[src/verilog/strap_pkg.sv]
// Constants shared by the strap latch and status indicator block
package strap_pkg;
  localparam int ADDR_W = 8;
  localparam int DATA_W = 16;
  localparam logic [7:0] REG_BASIC_ADDR = 8'h00;
  localparam logic [7:0] REG_SPECIAL_ADDR = 8'h1f;
  localparam logic [7:0] REG_IRQ_STATUS_ADDR = 8'h20;
  localparam logic [7:0] REG_IRQ_MASK_ADDR = 8'h21;
  localparam logic [7:0] REG_STRAP_ADDR = 8'h22;
  localparam int SPEED_BIT = 13;
  localparam int AUTONEG_BIT = 12;
  localparam int DUPLEX_BIT = 8;
  localparam int INT_POL_BIT = 9;
  localparam logic [15:0] BASIC_WMASK = 16'h3100;
  localparam logic [15:0] SPECIAL_WMASK = 16'h0200;
  localparam logic [15:0] REG_ZERO = 16'h0000;
  localparam int STRAP_W = 10;
  localparam int ST_RMII = 0;
  localparam int ST_BTB = 1;
  localparam int ST_ADDR0 = 2;
  localparam int ST_SPEED = 3;
  localparam int ST_DUPLEX = 4;
  localparam int ST_AUTONEG = 5;
  localparam int ST_ADDR_HI = 6;
  localparam int ADDR_HI_W = 4;
  // Pull defaults: address 00001, LED pins pulled up, mode pins down
  localparam logic [STRAP_W-1:0] STRAP_DEFAULT = 10'h03c;
  localparam int EV_W = 2;
  localparam int EV_LINK = 0;
  localparam int EV_PWRDN = 1;
  localparam logic [EV_W-1:0] EV_ZERO = 2'h0;
  localparam int RESET_MIN_NS = 50000;
  localparam int CLK_PERIOD_NS = 100;
  localparam int RESET_MIN_CYC =
    (RESET_MIN_NS + CLK_PERIOD_NS - 1) / CLK_PERIOD_NS;
  typedef enum logic {CAP_WAIT, CAP_HELD} cap_state_t;
endpackage : strap_pkg

[src/verilog/strap_capture.sv]
// Samples strap levels once after reset release and holds them
module strap_capture
  import strap_pkg::*;
(
  input wire logic core_clk,
  input wire logic rst,
  input wire logic [strap_pkg::STRAP_W-1:0] pins,
  output logic [strap_pkg::STRAP_W-1:0] straps,
  output logic done
);
  typedef struct packed {
    cap_state_t st;
    logic [STRAP_W-1:0] val;
  } cap_regs_t;

  cap_regs_t r_q;
  cap_regs_t r_d;

  always_comb
  begin
    r_d = r_q;
    case (r_q.st)
      CAP_WAIT:
      begin
        // First edge after release; flops may not load ports in reset
        r_d.val = pins;
        r_d.st = CAP_HELD;
      end
      CAP_HELD: r_d = r_q;
      default: r_d.st = CAP_WAIT;
    endcase
  end

  always_ff @(posedge core_clk or posedge rst)
  begin
    if (rst)
    begin
      r_q.st <= CAP_WAIT;
      r_q.val <= STRAP_DEFAULT;
    end
    else
    begin
      r_q <= r_d;
    end
  end

  assign straps = r_q.val;
  assign done = (r_q.st == CAP_HELD);
endmodule : strap_capture

[src/verilog/event_flags.sv]
// Sticky event status with write-one-to-clear, mask and interrupt level
module event_flags
  import strap_pkg::*;
(
  input wire logic core_clk,
  input wire logic rst,
  input wire logic [strap_pkg::EV_W-1:0] events,
  input wire logic status_wr,
  input wire logic mask_wr,
  input wire logic [strap_pkg::EV_W-1:0] wdata,
  output logic [strap_pkg::EV_W-1:0] status,
  output logic [strap_pkg::EV_W-1:0] mask,
  output logic irq
);
  typedef struct packed {
    logic [EV_W-1:0] status;
    logic [EV_W-1:0] mask;
  } ev_regs_t;

  ev_regs_t r_q;
  ev_regs_t r_d;
  logic [EV_W-1:0] status_nx;

  genvar i;
  generate
    for (i = 0; i < EV_W; i++)
    begin : g_bit
      // New event beats a same-cycle clear
      assign status_nx[i] = events[i] |
        (r_q.status[i] & ~(status_wr & wdata[i]));
    end
  endgenerate

  always_comb
  begin
    r_d = r_q;
    r_d.status = status_nx;
    if (mask_wr)
    begin
      r_d.mask = wdata;
    end
  end

  always_ff @(posedge core_clk or posedge rst)
  begin
    if (rst)
    begin
      r_q.status <= EV_ZERO;
      r_q.mask <= EV_ZERO;
    end
    else
    begin
      r_q <= r_d;
    end
  end

  assign status = r_q.status;
  assign mask = r_q.mask;
  assign irq = |(r_q.status & r_q.mask);
endmodule : event_flags

[src/verilog/strap_indicators.sv]
// Strap latch, active-low status indicators and interrupt pin control
// Summary of operation
// Strap pins input in reset, driven afterwards
// Collision pin level selects reduced interface
// Carrier pin level enables back-to-back mode
// Interrupt pin polarity from register 1f bit 9
// Interrupt pin level gives address bit zero
// Link indicator low when link is up
// Speed strap to bit 13; low means 100 (here a high strap sets speed_100)
// Duplex strap to bit 8; low means full (here a high strap sets full_duplex)
// Autoneg strap to bit 12; activity toggles
// Power-down input active low
// Unstrapped management address defaults to 00001
// Reset held at least 50 us externally
// Pulled-up level enables reduced interface mode
// Straps registered at release, held until reset
//
// Decided for this implementation: the address map and the plain strobed port.
module strap_indicators
  import strap_pkg::*;
(
  input wire logic core_clk,
  input wire logic rst,
  input wire logic [strap_pkg::ADDR_W-1:0] reg_addr,
  input wire logic [strap_pkg::DATA_W-1:0] reg_wdata,
  input wire logic reg_wr,
  input wire logic reg_rd,
  output logic [strap_pkg::DATA_W-1:0] reg_rdata,
  output logic irq,
  input wire logic collision_pin_i,
  output logic collision_pin_o,
  output logic collision_pin_oe,
  input wire logic carrier_pin_i,
  output logic carrier_pin_o,
  output logic carrier_pin_oe,
  input wire logic int_pin_i,
  output logic int_pin_o,
  output logic int_pin_oe,
  input wire logic speed_pin_i,
  output logic speed_indicator_out,
  output logic speed_pin_oe,
  input wire logic duplex_pin_i,
  output logic duplex_indicator_out,
  output logic duplex_pin_oe,
  input wire logic activity_pin_i,
  output logic activity_indicator_out,
  output logic activity_pin_oe,
  output logic link_indicator_out,
  output logic link_pin_oe,
  input wire logic [strap_pkg::ADDR_HI_W-1:0] addr_hi_strap_i,
  input wire logic power_down_n,
  input wire logic link_up,
  input wire logic activity_pulse,
  input wire logic collision,
  input wire logic carrier_sense,
  output logic rmii_mode,
  output logic back_to_back_mode,
  output logic [4:0] mgmt_address,
  output logic power_down,
  output logic speed_100,
  output logic full_duplex,
  output logic autoneg_enable
);
  typedef struct packed {
    logic [DATA_W-1:0] basic;
    logic [DATA_W-1:0] special;
    logic [DATA_W-1:0] rdata;
    logic done_prev;
    logic link;
    logic pd;
    logic act;
    logic col_o;
    logic crs_o;
    logic int_o;
    logic link_o;
    logic speed_o;
    logic duplex_o;
    logic act_o;
  } top_regs_t;

  top_regs_t r_q;
  top_regs_t r_d;

  logic [STRAP_W-1:0] strap_pins;
  logic [STRAP_W-1:0] straps;
  logic cap_done;
  logic [EV_W-1:0] events;
  logic [EV_W-1:0] ev_status;
  logic [EV_W-1:0] ev_mask;
  logic ev_irq;
  logic status_wr;
  logic mask_wr;
  logic load_straps;
  logic int_active_high;

  // Strap sources; pins are inputs until capture completes
  always_comb
  begin
    strap_pins = STRAP_DEFAULT;
    strap_pins[ST_RMII] = collision_pin_i;
    strap_pins[ST_BTB] = carrier_pin_i;
    strap_pins[ST_ADDR0] = int_pin_i;
    strap_pins[ST_SPEED] = speed_pin_i;
    strap_pins[ST_DUPLEX] = duplex_pin_i;
    strap_pins[ST_AUTONEG] = activity_pin_i;
    strap_pins[ST_ADDR_HI +: ADDR_HI_W] = addr_hi_strap_i;
  end

  strap_capture u_capture (
    .core_clk (core_clk),
    .rst (rst),
    .pins (strap_pins),
    .straps (straps),
    .done (cap_done)
  );

  assign status_wr = reg_wr & (reg_addr == REG_IRQ_STATUS_ADDR);
  assign mask_wr = reg_wr & (reg_addr == REG_IRQ_MASK_ADDR);
  assign events[EV_LINK] = cap_done & (link_up != r_q.link);
  assign events[EV_PWRDN] = cap_done & (~power_down_n != r_q.pd);

  event_flags u_events (
    .core_clk (core_clk),
    .rst (rst),
    .events (events),
    .status_wr (status_wr),
    .mask_wr (mask_wr),
    .wdata (reg_wdata[EV_W-1:0]),
    .status (ev_status),
    .mask (ev_mask),
    .irq (ev_irq)
  );

  assign load_straps = cap_done & ~r_q.done_prev;
  assign int_active_high = r_q.special[INT_POL_BIT];

  always_comb
  begin
    r_d = r_q;
    r_d.done_prev = cap_done;
    r_d.link = link_up;
    r_d.pd = ~power_down_n;
    r_d.rdata = REG_ZERO;

    // Register writes; software may override the strapped values
    if (reg_wr && reg_addr == REG_BASIC_ADDR)
    begin
      r_d.basic = reg_wdata & BASIC_WMASK;
    end
    if (reg_wr && reg_addr == REG_SPECIAL_ADDR)
    begin
      r_d.special = reg_wdata & SPECIAL_WMASK;
    end

    // Straps seed the control bits once per reset
    if (load_straps)
    begin
      r_d.basic[SPEED_BIT] = straps[ST_SPEED];
      r_d.basic[DUPLEX_BIT] = straps[ST_DUPLEX];
      r_d.basic[AUTONEG_BIT] = straps[ST_AUTONEG];
    end

    if (reg_rd)
    begin
      case (reg_addr)
        REG_BASIC_ADDR: r_d.rdata = r_q.basic;
        REG_SPECIAL_ADDR: r_d.rdata = r_q.special;
        REG_IRQ_STATUS_ADDR: r_d.rdata[EV_W-1:0] = ev_status;
        REG_IRQ_MASK_ADDR: r_d.rdata[EV_W-1:0] = ev_mask;
        REG_STRAP_ADDR: r_d.rdata[STRAP_W-1:0] = straps;
        default: r_d.rdata = REG_ZERO;
      endcase
    end

    // Activity toggles per traffic pulse; frozen in power-down
    if (activity_pulse && power_down_n)
    begin
      r_d.act = ~r_q.act;
    end

    r_d.col_o = collision;
    r_d.crs_o = carrier_sense;
    // Pin polarity follows the polarity bit: active high when set, active low otherwise
    r_d.int_o = int_active_high ? ev_irq : ~ev_irq;

    // Indicators are active low; power-down turns them all off
    if (!power_down_n)
    begin
      r_d.link_o = 1'b1;
      r_d.speed_o = 1'b1;
      r_d.duplex_o = 1'b1;
      r_d.act_o = 1'b1;
    end
    else
    begin
      r_d.link_o = ~link_up;
      r_d.speed_o = ~r_q.basic[SPEED_BIT];
      r_d.duplex_o = ~r_q.basic[DUPLEX_BIT];
      r_d.act_o = r_q.act;
    end
  end

  always_ff @(posedge core_clk or posedge rst)
  begin
    if (rst)
    begin
      r_q.basic <= REG_ZERO;
      r_q.special <= REG_ZERO;
      r_q.rdata <= REG_ZERO;
      r_q.done_prev <= 1'b0;
      r_q.link <= 1'b0;
      r_q.pd <= 1'b0;
      r_q.act <= 1'b1;
      r_q.col_o <= 1'b0;
      r_q.crs_o <= 1'b0;
      r_q.int_o <= 1'b1;
      r_q.link_o <= 1'b1;
      r_q.speed_o <= 1'b1;
      r_q.duplex_o <= 1'b1;
      r_q.act_o <= 1'b1;
    end
    else
    begin
      r_q <= r_d;
    end
  end

  // Output enables stay low through reset and the capture edge
  assign collision_pin_oe = cap_done;
  assign carrier_pin_oe = cap_done;
  assign int_pin_oe = cap_done;
  assign speed_pin_oe = cap_done;
  assign duplex_pin_oe = cap_done;
  assign activity_pin_oe = cap_done;
  assign link_pin_oe = cap_done;

  assign collision_pin_o = r_q.col_o;
  assign carrier_pin_o = r_q.crs_o;
  assign int_pin_o = r_q.int_o;
  assign link_indicator_out = r_q.link_o;
  assign speed_indicator_out = r_q.speed_o;
  assign duplex_indicator_out = r_q.duplex_o;
  assign activity_indicator_out = r_q.act_o;

  assign reg_rdata = r_q.rdata;
  assign irq = ev_irq;

  assign rmii_mode = straps[ST_RMII];
  assign back_to_back_mode = straps[ST_BTB];
  // Default pulls give address 00001 when nothing is strapped
  assign mgmt_address = {straps[ST_ADDR_HI +: ADDR_HI_W],
                         straps[ST_ADDR0]};
  assign power_down = r_q.pd;
  assign speed_100 = r_q.basic[SPEED_BIT];
  assign full_duplex = r_q.basic[DUPLEX_BIT];
  assign autoneg_enable = r_q.basic[AUTONEG_BIT];
endmodule : strap_indicators

[config.mk]
export PLATFORM = sky130hd
export DESIGN_NAME = strap_indicators
export DESIGN_NICKNAME = d
export VERILOG_FILES = /design/src/verilog/strap_pkg.sv /design/src/verilog/strap_capture.sv /design/src/verilog/event_flags.sv /design/src/verilog/strap_indicators.sv
export SDC_FILE = /design/constraint.sdc
export NUM_CORES = 1
export LEC_CHECK = 0
export BUFFER_PORTS_ARGS = -buffer_cell sky130_fd_sc_hd__buf_4
export CAP_MARGIN = 0
export CORE_ASPECT_RATIO = 1.25
export CORE_MARGIN = 8
export CORE_UTILIZATION = 50
export DETAILED_ROUTE_END_ITERATION = 10
export PLACE_DENSITY = 0.91
export SKIP_CTS_REPAIR_TIMING = 1
export SYNTH_ARGS = -nofsm -noshare
export SYNTH_HDL_FRONTEND = slang
export SYNTH_SLANG_ARGS = --single-unit
[constraint.sdc]
create_clock -name core_clk -period 3.8 [get_ports core_clk]
set_input_delay 0.19 -clock core_clk [delete_from_list [all_inputs] [get_ports core_clk]]
set_output_delay 0.19 -clock core_clk [all_outputs]
set_load 0.02 [all_outputs]
---- After elaboration in Yosys (flattened, before gate mapping) ----
Cells that the tools add are included.
storage, ports and cells
  output and inout port bits .............. 42
  logic and storage cells ................. 62
  bits in registers ....................... 46
operators by class
  equality and inequality tests ........... 6
  mux-type cells .......................... 10
  reductions and logical operators ........ 6
  bitwise logic cells ..................... 22
operators by type and width
  operator                                                         count
  14-bit 2-to-1 mux                                                2
  8-bit by 6-bit == test with 1-bit output, second input constant  3
  8-bit one-hot mux with 3 select lines                            1
  11-bit one-hot mux with 2 select lines                           1
  1-bit NOT                                                        10
  1-bit bitwise AND                                                9
  8-bit by 5-bit == test with 1-bit output, second input constant  1
  8-bit zero test                                                  1
  4-bit 2-to-1 mux                                                 2
  2-bit one-hot mux with 3 select lines                            1
  1-bit logical AND                                                3
  2-bit bitwise AND                                                1
  1-bit 2-to-1 mux                                                 2
  2-bit 2-to-1 mux                                                 1
  1-bit inequality test                                            2
  1-bit bitwise OR                                                 2
  2-bit nonzero test                                               1
  2-bit OR reduction                                               1

---- Depth between registers and ports, before layout ----
  word-level depth ........................ 6
  gate-level depth with buffers ........... 4
  mapped depth without buffers ............ 3

---- Hierarchy ----
From an unflattened synthesis, not the netlist that was laid out.
unflattened totals
  cell total of the unflattened synthesis .. 156
  area total of the unflattened synthesis .. 1899.3 µm²
modules (own cells, without submodules)
  module            cells an instance  area an instance (µm²)  seq. area each (µm²)  instances
  strap_indicators  120                1285.0                  683.2                 1
  strap_capture     24                 449.2                   280.3                 1
  event_flags       12                 165.2                   100.1                 1

---- Least setup slack after synthesis ----
No wires, ideal clock.
  path kind ............................... register -> register
  start ................................... register u_capture.r_q (netlist bit u_capture.done)
  end ..................................... register u_capture.r_q (netlist bit u_capture.straps[0])
  arrival time ............................ 1.315 ns
  setup slack ............................. 2.360 ns
  cell stages (with the launch flop) ...... 3
  period minus slack after synthesis ...... 1.440 ns
  library setup time ...................... 0.125 ns
  required time ........................... 3.675 ns
  buffers on the path ..................... 1
  cells stage by stage .................... dfrtp_1 > buf_1 > mux2_2
RTL lines
  what                      RTL line             text
  start: declaration        strap_capture.sv:16  cap_regs_t r_q;
  start signal: assignment  strap_capture.sv:43  r_q <= r_d;
No word-level cell between the ends.

---- Worst setup path after layout ----
  start ................................... register u_capture.r_q (netlist bit u_capture.done)
  end ..................................... output link_pin_oe
RTL lines
  what              RTL line                text
  end: declaration  strap_indicators.sv:49  output logic link_pin_oe,
No word-level cell between the ends.

==> flow_summary_export.csv <==
group,metric,value,unit
outcome,outcome,"finished clean",
routing,wirelength,4420,um
placed_design,port-buffer-count,70,
global_routing,grt_pass1_wl,6810,um
placed_design,place_ws,2060,ps
final_layout,antennaDiodeCount,0,
timing,maxSlewViolCount,0,
clocking,path_clk_slew,80,ps
timing,fin_crit_sh,41.3,%
clocking,cts_root_buffer,"clkbuf_8",
timing,hold_viol,0,
clocking,clock-sinks,42,
worst_setup_path,r2r-start,"u_capture.done$_DFF_PP0_",
timing,fin_hold_ws,20.6,ps
final_layout,areaGrowthSynthToFinish,25.6,%
final_layout,drive_gt1_share,49.1,%
placed_design,place_area,2300,sq um
synth,synthCells,158,
synth,syn_area_per_cell,12.2,sq um
synth,yosysWarnings,0,
worst_setup_path,cp-end-kind,"output port",
timing,post-route-min-period,1570,ps
final_layout,layout_common_cells,"71 x buf_4, 32 x dfrtp_1, 11 x mux2_2",
worst_setup_path,crit_arrival,1380,ps
synth,synth-seq-area-share,55.3,%
floorplan,core,3720,sq um
routing,wl_per_cell,17.6,um
timing,rsz0062_at_grt,"false",
routing,drc,0,
routing,dr.first_iter.drc_count,52,
routing,viasPerCell,5.47,
synth,synth-edff-count,0,
timing,relSlewSlack,33.4,%
clocking,htree_levels,2,
final_layout,layout.nets,254,
timing,max_slew.worst_pin.slew,990,ps
power,p_leak,1.13,nW
global_routing,grt_pass1_vias,1473,
clocking,clock_latency,290,ps
worst_setup_path,startpoint_type,"flip-flop",
routing,final_antenna_net_count,0,
synth,synthFlopType,"dfrtp_1",
worst_setup_path,startpoint,"u_capture.done$_DFF_PP0_",
placed_design,hpwlAfterDp,3530,um
floorplan,start_util,51.7,%
final_layout,final_common_cell,"buf_4",
synth,ys_ff_latch,42,
timing,skew,3.27,ps
global_routing,grt_max_degree,43,
floorplan,rows,25,
worst_setup_path,critPathBufInv,1,
flow_run,maxCapViolCount,0,
worst_setup_path,critPathKind,"reg2out",
synth,synth_cell_types,34,
routing,vias,1379,
placed_design,place_congestion,0.851,
final_layout,nFillCells,289,
worst_setup_path,slowest_delay,820,ps
clocking,clk_path_buf_depth,2,
timing,fin_ws,2230,ps
global_routing,overflow,0,
final_layout,multiInputGateArea,646,sq um
floorplan,fp.dieH,85.3,um
final_layout,design_area,2410,sq um
power,max-vdd-ir-drop,288,uV
floorplan,dieArea,6100,sq um
routing,drtPass1Iterations,5,
clocking,cts_tree,"built",
worst_hold_path,worstHoldPathType,"in2async",
worst_setup_path,crit_chain,"buf_4",
timing,clock.fmax,0.638,GHz
synth,async_reset_ff_share,100,%
worst_setup_path,crit_fanout,21,
timing,finalSetupViolations,0,
global_routing,antenna_found_initial,0,
final_layout,seqCellArea,1060,sq um
timing,setup_tns,0,ps
synth,syn_area,1920,sq um
power,power_density,410,nW/um^2
worst_setup_path,cp_slowest_cell,"dfrtp_1",
worst_setup_path,crit_family,"flip-flops",
clocking,numCtsBuffers,5,
floorplan,die_x,71.5,um
worst_setup_path,cp.required,3610,ps
global_routing,grt_usage,14.3,%
floorplan,io_pins,85,
-- cells in the mapped netlist, types with 4 or more instances --
library cell  instances  share of area (%)
dfrtp_1              32                 42
buf_4                28                 11
mux2_2               11                6.4
dfstp_2              10                 14
nand4_1               8                2.6
and2_1                7                2.3
nand2_1               6                1.2
nor2_1                5               0.98
a31oi_1               4                1.3
xnor2_1               4                1.8
-- path summary, 6_finish.rpt --
| check | slack (ps) | cells after the start | to |
|---|---|---|---|
| max | 2230 | 1 | link_pin_oe |
| min | 20 | 3 | reg_rdata[2]$_DFF_PP0_ |
| max reg2reg | 2300 | 3 | full_duplex$_DFFE_PP0P_ |
| min reg2reg | 460 | 1 | speed_indicator_out$_DFF_PP1_ |
| max in group asynchronous | 3400 | 3 | int_pin_o$_DFF_PP1_ |
| min in group core_clk | 30 | 1 | r_q[9]$_DFF_PP0_ |
-- per-layer routing --
metal | track usage, % | up-vias | routed length, um
li1 | - | 630 | -
met1 | 13.4 | 677 | 1550
met2 | 26.0 | 64 | 2430
met3 | 5.54 | 8 | 351
met4 | 6.89 | 0 | 92
met5 | 0 | - | 0
-- area by class of cell --
cell class,count,area share [%]
clock buffers,6,3.42
clock inverters,2,0.518
inverters,2,0.311
multi-input cells,87,26.7
flip-flops and latches,42,44.0
well taps,40,2.07
repair buffers,73,22.9
-- sequential cells by signal, indices dropped and copies added, names as in the netlist, 2 cells and up --
register          flops
u_events.mask         2
reg_rdata            12
u_capture.straps     10
u_events.status       2
r_q                   3
-- where the power goes --
part           switching, mW  total (mW)  leakage (nW)  internal, mW
combinational         0.0933       0.180         0.577        0.0863
sequential            0.0249       0.517         0.504         0.492
clock                  0.147       0.292        0.0472         0.146
total                  0.265       0.989          1.13         0.724
-- kinds of logic (layout without fill, tap and decap cells) --
family | after synthesis | after routing | synth area share [%]
buf+inv | 32 | 83 | 11.7
mux | 13 | 13 | 7.61
compound gates | 16 | 16 | 5.92
other cells | 2 | 5 | 0.391
xor+xnor | 5 | 5 | 2.28
flops | 42 | 42 | 55.3
simple gates | 48 | 48 | 16.8
-- metrics by stage --
step           std cells  total power [mW]  utilization (%)
2_1_floorplan        161             0.627                -
3_3_place_gp         242             0.697             61.8
3_5_place_dp         242             0.706             61.8
4_1_cts              250             0.996             64.3
5_1_grt              252              1.03             64.9
6_report             252             0.989             64.9
No activity file was read; power rests on OpenSTA's default activity.
